## src/esr_pkg.sv

```systemverilog
// constants, state codes and carriers for the erase suspend/resume controller
// Functional notes
// - Write-in-progress reads 1 while the self-timed erase runs and 0 once it has finished.
// - While suspended, reads and programs are allowed everywhere except the big block erased.
// - A suspend waits the suspend latency, then clears the write enable latch and sets the flag.
// - After the latency, reads, write enable/disable, wrap setting and ID reads are accepted.
// - After the latency, security and parameter reads, page programs and resume are accepted.
// - Status reads, reset-enable and reset are accepted at any time after a suspend.
// - The suspend flag is status bit 15: 1 while an erase is suspended, 0 once it is resumed.
// - Resume is accepted only when the suspend flag is 1 and write-in-progress is 0.
// - An accepted resume clears the flag at once and sets write-in-progress within 200 ns.
// - A resume while the flag is 0 or write-in-progress is 1 is ignored, changing nothing.
package esr_pkg;

  // opcodes the controller itself acts on
  localparam logic [7:0] OP_SUSPEND  = 8'h75;
  localparam logic [7:0] OP_RESUME   = 8'h7a;

  // array address layout; big block is the 64KB field
  localparam int ADDR_W  = 24;
  localparam int BLK_LSB = 16;
  localparam int BLK_W   = ADDR_W - BLK_LSB;
  localparam int SUS_STATUS_BIT = 15;

  // timing at the core clock
  localparam int CLK_PERIOD_PS         = 4000;
  localparam int SUSPEND_LATENCY_NS    = 20000;
  localparam int SUSPEND_LATENCY_CYC   = (SUSPEND_LATENCY_NS * 1000 + CLK_PERIOD_PS - 1)
                                         / CLK_PERIOD_PS;
  localparam int RESUME_WIP_MAX_NS     = 200;
  localparam int RESUME_WIP_MAX_CYC    = (RESUME_WIP_MAX_NS * 1000) / CLK_PERIOD_PS;

  // reset values
  localparam logic RST_SUS = 1'b0;
  localparam logic RST_WIP = 1'b0;

  typedef enum logic [3:0] {
    ST_IDLE      = 4'h1,
    ST_ERASE     = 4'h2,
    ST_SUSP_WAIT = 4'h4,
    ST_SUSPENDED = 4'h8
  } erase_state_t;

  // decoded instruction byte, one-cycle valid
  typedef struct packed {
    logic       valid;
    logic [7:0] code;
  } op_req_t;

  // array read/program address check, one-cycle valid
  typedef struct packed {
    logic              valid;
    logic [ADDR_W-1:0] addr;
  } acc_req_t;

  // opcode classes while suspended
  typedef struct packed {
    logic exempt;
    logic post_latency;
  } op_class_t;

endpackage

```

## src/esr_op_class.sv

```systemverilog
// opcode classifier for the suspended-erase instruction filter
`timescale 1ns/100ps
`default_nettype none
module esr_op_class (
  // opcode in
  input  wire logic [7:0]         code_i,
  // class out
  output esr_pkg::op_class_t      cls_o
);
  import esr_pkg::*;

  // pure lookup; two small tables keep the timing path short
  always_comb begin
    cls_o = '0;
    unique case (code_i)
      8'h05, 8'h35, 8'h15, 8'h66, 8'h99: cls_o.exempt = 1'b1;
      8'h06, 8'h04, 8'h03, 8'h0b, 8'h3b, 8'h6b, 8'hbb, 8'heb,
      8'he7, 8'h77, 8'h90, 8'h92, 8'h94, 8'h9f, 8'h4b, 8'hab:
        cls_o.post_latency = 1'b1;
      8'h48, 8'h5a, 8'h02, 8'h32, OP_RESUME: cls_o.post_latency = 1'b1;
      default: cls_o = '0;
    endcase
  end

endmodule // esr_op_class
`default_nettype wire

```

## src/erase_suspend_resume_ctrl.sv

```systemverilog
// erase suspend/resume sequencer with instruction and region filtering
`timescale 1ns/100ps
`default_nettype none
module erase_suspend_resume_ctrl #(
  parameter int SUSPEND_LATENCY_CYC = esr_pkg::SUSPEND_LATENCY_CYC
) (
  // clock and reset
  input  wire logic                      core_clk_i,
  input  wire logic                      nrst_i,
  // erase engine
  input  wire logic                      erase_start_i,
  input  wire logic [esr_pkg::ADDR_W-1:0] erase_addr_i,
  input  wire logic                      erase_done_i,
  input  wire logic                      prog_busy_i,
  output logic                           engine_run_o,
  // instruction decoder
  input  wire esr_pkg::op_req_t          op_i,
  output logic                           op_accept_o,
  output logic                           op_reject_o,
  // array access check
  input  wire esr_pkg::acc_req_t         acc_i,
  output logic                           acc_grant_o,
  output logic                           acc_deny_o,
  // status
  output logic                           write_in_progress_o,
  output logic                           erase_suspended_flag_o,
  output logic                           wel_clear_o
);
  import esr_pkg::*;

  localparam int CW = $clog2(SUSPEND_LATENCY_CYC + 1);
  localparam logic [CW-1:0] LAT_LOAD = CW'(SUSPEND_LATENCY_CYC - 1);
  localparam int WIP_MAX = RESUME_WIP_MAX_CYC;

  typedef struct packed {
    erase_state_t     st;
    logic [CW-1:0]    cnt;
    logic [BLK_W-1:0] blk;
    logic             erase_suspended_flag;
    logic             erase_wip;
    logic             write_in_progress;
    logic             wel_clr;
    logic             run;
    logic             acc;
    logic             rej;
    logic             grant;
    logic             deny;
  } ctrl_state_t;

  ctrl_state_t s_q;
  ctrl_state_t s_d;
  op_class_t   cls;
  logic        ok;
  logic        resume_ok;
  logic        same_blk;

  esr_op_class u_op_class (
    .code_i (op_i.code),
    .cls_o  (cls)
  );

  // resume only with flag set and nothing writing
  assign resume_ok = (s_q.st == ST_SUSPENDED) && s_q.erase_suspended_flag && !(s_q.erase_wip || prog_busy_i);
  assign same_blk  = (acc_i.addr[ADDR_W-1:BLK_LSB] == s_q.blk);

  // instruction filter by phase of the erase
  always_comb begin
    ok = 1'b0;
    unique case (s_q.st)
      ST_IDLE:      ok = (op_i.code != OP_SUSPEND) && (op_i.code != OP_RESUME);
      ST_ERASE:     ok = (op_i.code != OP_RESUME);
      ST_SUSP_WAIT: ok = cls.exempt;
      ST_SUSPENDED: begin
        if (op_i.code == OP_RESUME) begin
          ok = resume_ok;
        end else begin
          ok = cls.exempt || cls.post_latency;
        end
      end
    endcase
  end

  // next state
  always_comb begin
    s_d         = s_q;
    s_d.wel_clr = 1'b0;
    s_d.acc     = op_i.valid && ok;
    s_d.rej     = op_i.valid && !ok;
    s_d.grant   = 1'b0;
    s_d.deny    = 1'b0;
    unique case (s_q.st)
      ST_IDLE: begin
        s_d.grant = acc_i.valid;
        if (erase_start_i) begin
          s_d.st        = ST_ERASE;
          s_d.blk       = erase_addr_i[ADDR_W-1:BLK_LSB];
          s_d.erase_wip = 1'b1;
        end
      end
      ST_ERASE: begin
        s_d.deny = acc_i.valid;
        if (erase_done_i) begin
          s_d.st        = ST_IDLE;
          s_d.erase_wip = 1'b0;
        end else if (op_i.valid && op_i.code == OP_SUSPEND) begin
          s_d.st  = ST_SUSP_WAIT;
          s_d.cnt = LAT_LOAD;
        end
      end
      ST_SUSP_WAIT: begin
        // engine already stopped; a finish in flight still wins
        s_d.deny = acc_i.valid;
        if (erase_done_i) begin
          s_d.st        = ST_IDLE;
          s_d.erase_wip = 1'b0;
        end else if (s_q.cnt == '0) begin
          s_d.st        = ST_SUSPENDED;
          s_d.erase_suspended_flag       = 1'b1;
          s_d.wel_clr   = 1'b1;
          s_d.erase_wip = 1'b0;
        end else begin
          s_d.cnt = s_q.cnt - CW'(1);
        end
      end
      ST_SUSPENDED: begin
        s_d.grant = acc_i.valid && !same_blk;
        s_d.deny  = acc_i.valid && same_blk;
        if (op_i.valid && op_i.code == OP_RESUME && resume_ok) begin
          s_d.st        = ST_ERASE;
          s_d.erase_suspended_flag       = 1'b0;
          s_d.erase_wip = 1'b1;
        end
      end
    endcase
    s_d.run = (s_d.st == ST_ERASE);
    s_d.write_in_progress = s_d.erase_wip || prog_busy_i;
  end

  // single state register
  always_ff @(posedge core_clk_i) begin
    if (!nrst_i) begin
      s_q           <= '0;
      s_q.st        <= ST_IDLE;
      s_q.erase_suspended_flag       <= RST_SUS;
      s_q.erase_wip <= RST_WIP;
      s_q.write_in_progress       <= RST_WIP;
    end else begin
      s_q <= s_d;
    end
  end

  assign engine_run_o           = s_q.run;
  assign op_accept_o            = s_q.acc;
  assign op_reject_o            = s_q.rej;
  assign acc_grant_o            = s_q.grant;
  assign acc_deny_o             = s_q.deny;
  assign write_in_progress_o    = s_q.write_in_progress;
  assign erase_suspended_flag_o = s_q.erase_suspended_flag;
  assign wel_clear_o            = s_q.wel_clr;

  // helper: cycles spent waiting for the suspend to settle
  logic [31:0] lat_cnt;
  always_ff @(posedge core_clk_i) begin
    if (!nrst_i) begin
      lat_cnt <= '0;
    end else if (s_q.st == ST_SUSP_WAIT) begin
      lat_cnt <= lat_cnt + 32'h1;
    end else begin
      lat_cnt <= '0;
    end
  end
endmodule // erase_suspend_resume_ctrl
`default_nettype wire

```

## config.mk

```make
export PLATFORM = sky130hd
export DESIGN_NAME = erase_suspend_resume_ctrl
export DESIGN_NICKNAME = d
export VERILOG_FILES = /design/src/esr_pkg.sv /design/src/esr_op_class.sv /design/src/erase_suspend_resume_ctrl.sv
export SDC_FILE = /design/constraint.sdc
export NUM_CORES = 1
export LEC_CHECK = 0
export BUFFER_PORTS_ARGS = -buffer_cell sky130_fd_sc_hd__buf_2
export CAP_MARGIN = 20
export CORE_MARGIN = 5
export CORE_UTILIZATION = 24
export DETAILED_ROUTE_END_ITERATION = 10
export HOLD_SLACK_MARGIN = 0.03
export PLACE_DENSITY = 0.57
export SLEW_MARGIN = 20
export SYNTH_ARGS = -nofsm -noshare
export SYNTH_HDL_FRONTEND = slang
export SYNTH_SLANG_ARGS = --single-unit
```

## constraint.sdc

```tcl
create_clock -name core_clk_i -period 2.65 [get_ports core_clk_i]
set_input_delay 0.53 -clock core_clk_i [delete_from_list [all_inputs] [get_ports core_clk_i]]
set_output_delay 0.53 -clock core_clk_i [all_outputs]
set_load 0.05 [all_outputs]
```

-- After elaboration in Yosys (flattened, before gate mapping)
Index checks and enable logic that the tools add are counted.
- shift-type cells: 0
- div/mod/pow operators: 0
- bitwise operators: 2
- reductions and logical operators: 26
- $mul: 0
- magnitude comparators: 0
- multiplexer cells: 26
- add/sub/neg operators: 1
- equality and inequality tests: 41
- operators with widths (cell ; count):
    $eq 8x8->1 const B ; 9
    $eq 8x7->1 const B ; 8
    $mux 13 ; 3
    $pmux 13 s2 ; 1
    $eq 8x3->1 const B ; 3
    $eq 8x6->1 const B ; 3
    $reduce_or 21->1 ; 1
    $mux 4 ; 5
    $mux 17 ; 1
    $eq 8x2->1 const B ; 2
    $ne 8x7->1 const B ; 2
    $pmux 4 s4 ; 1
    $logic_not 13->1 ; 1
    $sub 13x1->13 const B ; 1
    $logic_and 1x1->1 ; 10
    $ne 2x2->1 const B ; 5
    $eq 4x2->1 const B ; 2
    $eq 8x4->1 const B ; 1
    $eq 8x5->1 const B ; 1
    $eq 8x8->1 ; 1
    $mux 1 ; 8
    $pmux 1 s4 ; 2
    $pmux 1 s2 ; 3
    $reduce_and 5->1 ; 1
    14 further kinds ; 21
- register bits after elaboration: 34
- output and inout port bits: 8
- ROM bits: 0
- latch bits: 0
- bits of input ports: 63
- logic and storage cells: 108
- memories kept: 0
- memory bits (writable): 0

-- Depth between registers and ports, before layout
- depth in word-level cells: 8
- mapped depth: 9
- gate-level depth less buffers: 8

-- By module
Synthesis repeated with hierarchy kept, for this count alone.
- cell total of the unflattened synthesis: 260
- area total of the unflattened synthesis: 2273.4 um2
- by module, submodules not included (module ; area each (um2) ; seq. area each (um2) ; instances ; cells an instance):
    erase_suspend_resume_ctrl ; 2004.4 ; 680.7 ; 1 ; 222
    esr_op_class ; 269.0 ; 0.0 ; 1 ; 38

-- Worst setup path after synthesis
No wires, ideal clock.
- kind: reg2reg
- start: register s_q[30] (netlist bit)
- end: register s_q, in the netlist engine_run_o
- period minus slack after synthesis: 2649 ps
- arrival time: 2562 ps
- cell stages (with the launch flop): 10
- library setup time: 87 ps
- setup slack: 1 ps
- required time: 2563 ps
- path buffers: 3
- cell sequence: dfxtp_1 buf_6 or4b_4 buf_6 or4_4 or4_4 buf_6 and2_4 a21o_1 nor4b_2
- cells in the longest elaborated chain, start to end: 7
- elaborated cells on any way between the ends: 15
- classes of those cells: eq/ne (5); mux (7); reduce/logical (3)
- ends and longest elaborated chain (what ; RTL line ; RTL):
    start: declaration ; erase_suspend_resume_ctrl.sv:50 ; ctrl_state_t s_q;
    $eq 4x4->1 ; erase_suspend_resume_ctrl.sv:63, erase_suspend_resume_ctrl.sv:91 ;
    $logic_and 1x1->1 (2 in a row) ; erase_suspend_resume_ctrl.sv:63 ; assign resume_ok = (s_q.st == ST_SUSPENDED) && s_q.erase_suspended_flag && !(s_q.erase_wip || prog_busy_i);
    $logic_and 1x1->1 ; erase_suspend_resume_ctrl.sv:128 ; if (op_i.valid && op_i.code == OP_RESUME && resume_ok) begin
    $mux 4 ; erase_suspend_resume_ctrl.sv:128 ;
    $pmux 4 s4 * ; erase_suspend_resume_ctrl.sv:91 ; unique case (s_q.st)
    $eq 4x2->1 * ; erase_suspend_resume_ctrl.sv:135 ; s_d.run = (s_d.st == ST_ERASE);
Mark *: on every way between the ends. The rest lies on a longest branch, timed or not. The select of a mux whose other input is x is not followed.
A chain may end at the register's enable or synchronous reset.

-- Final worst setup path
- start: register s_q[33] (netlist bit)
- end: register s_q, in the netlist engine_run_o
The elaborated chain is that of the path after synthesis.

==> results.json <==
{
  "status": "complete, no violations",
  "dp_cells": 397,
  "place_hpwl_mm": 3.918,
  "fin_crit_sh_pct": 93.92,
  "drc": 0,
  "p_leak_nw": 1.096,
  "cp.required_ns": 2.85,
  "drtPass1Iterations": 5,
  "insertedDiodeCount": 0,
  "cts_sinks": 34,
  "ys_seq_area_share_pct": 32.40,
  "initial_utilization_pct": 24.33,
  "instances_no_fill": 405,
  "syn_area_um2": 2101,
  "switchingPower_uw": 288.3,
  "die_w_um": 103.6,
  "clk_path_buf_depth": 2,
  "irDropWorstVdd_mv": 0.1673,
  "maxCapViolations": 0,
  "drv_slew": 0,
  "power.total_mw": 1.093,
  "via_count": 1988,
  "rows": 34,
  "grt_util_all_layers_pct": 9.805,
  "htree_levels": 2,
  "nNetsFinal": 360,
  "cts_tree": "yes",
  "area_growth_pct": 21.20,
  "cts_buffers": 5,
  "wl_per_cell_um": 13.01,
  "ys_async_sr_fraction_pct": 0,
  "period_needed_ns": 2.489,
  "synth_ff_type": "dfxtp_1",
  "place_ws_ns": 0.1501,
  "cp-end-kind": "flop",
  "fin_worst_skew_ns": 0.005253,
  "cpMaxStageDelayCell": "or4b_4",
  "p_sw_share_pct": 26.37,
  "hold_viol_final": 0,
  "clockPowerShare_pct": 36.3,
  "regArea_um2": 680.7,
  "worst_path_largest_cell_delay_ns": 0.54,
  "p_comb_share_pct": 14.7,
  "yosys_warnings": 0,
  "pwr-share-seq_pct": 49.0,
  "die_h_um": 103.6,
  "cp_max_fo": 5,
  "fmax_mhz": 401.8,
  "wl_mm": 5.269,
  "critPathArrivalTime_ns": 2.69,
  "hold_slack_ns": 0.4641,
  "io_pins": 71,
  "worstMarginPinSlew_ns": 0.5277,
  "hold_class": "input pin to flop",
  "syn_avg_cell_area_um2": 8.336,
  "clock_latency_ns": 0.29,
  "finalWorstSetupSlack_ns": 0.1611,
  "fin_tns_setup_ns": 0,
  "fillers": 923,
  "rsz0062_at_grt": "false",
  "worstPathCellList": "or4b_4 > or4_4 > or4_4 > and2_4 > a21o_1 > nor4b_2",
  "ys_seq_elements": 34,
  "worstSetupPathType": "flop to flop",
  "p_per_area_nw_per_um2": 429.4,
  "intPower_uw": 804.9,
  "cts_setup_buffers": 0,
  "netlist_instances": 252,
  "synth_edf_count": 0,
  "startpoint_type": "flop",
  "setup_violations": 0,
  "synthDistinctLibCells": 55,
  "multi_input_area_um2": 1325,
  "grt_max_degree": 30,
  "portBuffers": 38,
  "grt_pass1_vias": 1924,
  "cts_root_buf": "clkbuf_8",
  "ant_nets": 0,
  "syn_nets": 316,
  "drtIter0Drc": 163,
  "grt_overflow_total": 0,
  "post_drt_via_cell_ratio": 4.909,
  "drive_gt1_share_pct": 24.92,
  "slew_headroom_pct": 64.72,
  "globalplace.congestion": 0.8418,
  "dieArea_um2": 10720,
  "grt_pass1_wl_mm": 9.066,
  "crit_top_cell": "or4_4",
  "core_um2": 8636,
  "antenna_found_initial": 0,
  "clk_pin_slew_ns": 0.07
}
## Yosys cell counts (3+ instances only)
master / instances / share of area, %
inv_1: 5 / 0.89
or3_1: 5 / 1.5
xor2_1: 14 / 5.8
and3_1: 3 / 0.89
nand2_1: 16 / 2.9
nand4b_1: 3 / 1.3
o21ai_0: 11 / 2.6
nor3_1: 7 / 1.7
nor4b_1: 5 / 2.1
or4b_2: 3 / 1.4
o22ai_1: 4 / 1.2
buf_6: 3 / 1.6
mux2i_1: 9 / 4.3
nor2_1: 23 / 4.1
dfxtp_1: 34 / 32
clkbuf_1: 10 / 1.8
nor4_1: 4 / 1.2
nand4_1: 3 / 0.89
or4_1: 4 / 1.4
xnor2_1: 3 / 1.3
nor3b_1: 5 / 1.8
nor2b_1: 13 / 3.9
nand3_1: 7 / 1.7
a21oi_1: 10 / 2.4
and2_1: 5 / 1.5
## power groups by stage
stage,logic (mW),clock network [mW],registers (mW)
after floorplan,0.0888,0,0.561
after global placement,0.158,0,0.547
after detailed placement,0.161,0,0.547
after CTS,0.162,0.414,0.535
after global routing,0.179,0.436,0.537
final,0.161,0.397,0.535
## layout by cell type, fill, tap and decap left out, types with 9 or more instances in the layout
master / Yosys / final
a21oi_1: 10 / 10
buf_2: 2 / 38
buf_4: 0 / 14
dfxtp_1: 34 / 34
mux2i_1: 9 / 9
nand2_1: 16 / 16
nor2_1: 23 / 23
nor2b_1: 13 / 13
o21ai_0: 11 / 11
xor2_1: 14 / 14
## timing repair
| item | in CTS | in global routing |
|---|---|---|
| setup endpoints to repair | 0 | 1 |
| gates resized for setup | 0 | 1 |
| hold buffers | 0 | 0 |
## metal layers
layer	track usage, %	vias up	share of wire, %	wire length [µm]
met4	3.561	0	1.8	93
li1	-	1013	-	-
met5	0	-	0	0
met3	3.172	9	6.7	355
met2	14.62	61	43	2290
met1	13.17	905	48	2529
## through the flow
stage / utilization, % / area (µm²)
final: 29.48 / 2546
after global routing: 29.48 / 2546
after CTS: 29.43 / 2541
after detailed placement: 28.37 / 2450
after global placement: 28.37 / 2450
after floorplan: - / 2101
## registers in the layout, indices dropped and copies added (netlist names)
signal	count
write_in_progress_o	1
wel_clear_o	1
op_reject_o	1
engine_run_o	1
erase_suspended_flag_o	1
s_q	26
op_accept_o	1
acc_deny_o	1
acc_grant_o	1
## kinds of logic (layout without fill, tap and decap cells)
logic type | count (synthesis) | count (layout) | synth area share, %
compound gates | 46 | 46 | 14.23
xor+xnor | 17 | 17 | 7.088
fa+ha+maj | 1 | 1 | 0.5955
buf+inv | 20 | 65 | 4.765
flops | 34 | 34 | 32.40
mux | 9 | 9 | 4.288
simple gates | 125 | 125 | 36.63
## worst paths after layout
kind / from / end / slack [ns] / cells past startpoint
max: s_q[33] / engine_run_o / 0.16 / 6
min: prog_busy_i / write_in_progress_o / 0.46 / 2
max reg2reg: s_q[33] / engine_run_o / 0.16 / 6
min reg2reg: s_q[25] / s_q[25] / 0.48 / 2
## final cells by class
type | count | share of cell area [%]
multi-input cells | 198 | 52.04
flip-flops and latches | 34 | 26.73
repair buffers | 52 | 11.60
well taps | 108 | 5.307
clock buffers | 7 | 3.391
inverters | 5 | 0.7371
clock inverters | 1 | 0.1966
## worst max-delay path: cells and delay by family (launching register included)
family             cells  cell delay [ns]
and+or+nand+nor        5             1.91
AOI/OAI and AO/OA      1             0.17
DFF                    1             0.31
(Power assumes the default switching activity.)
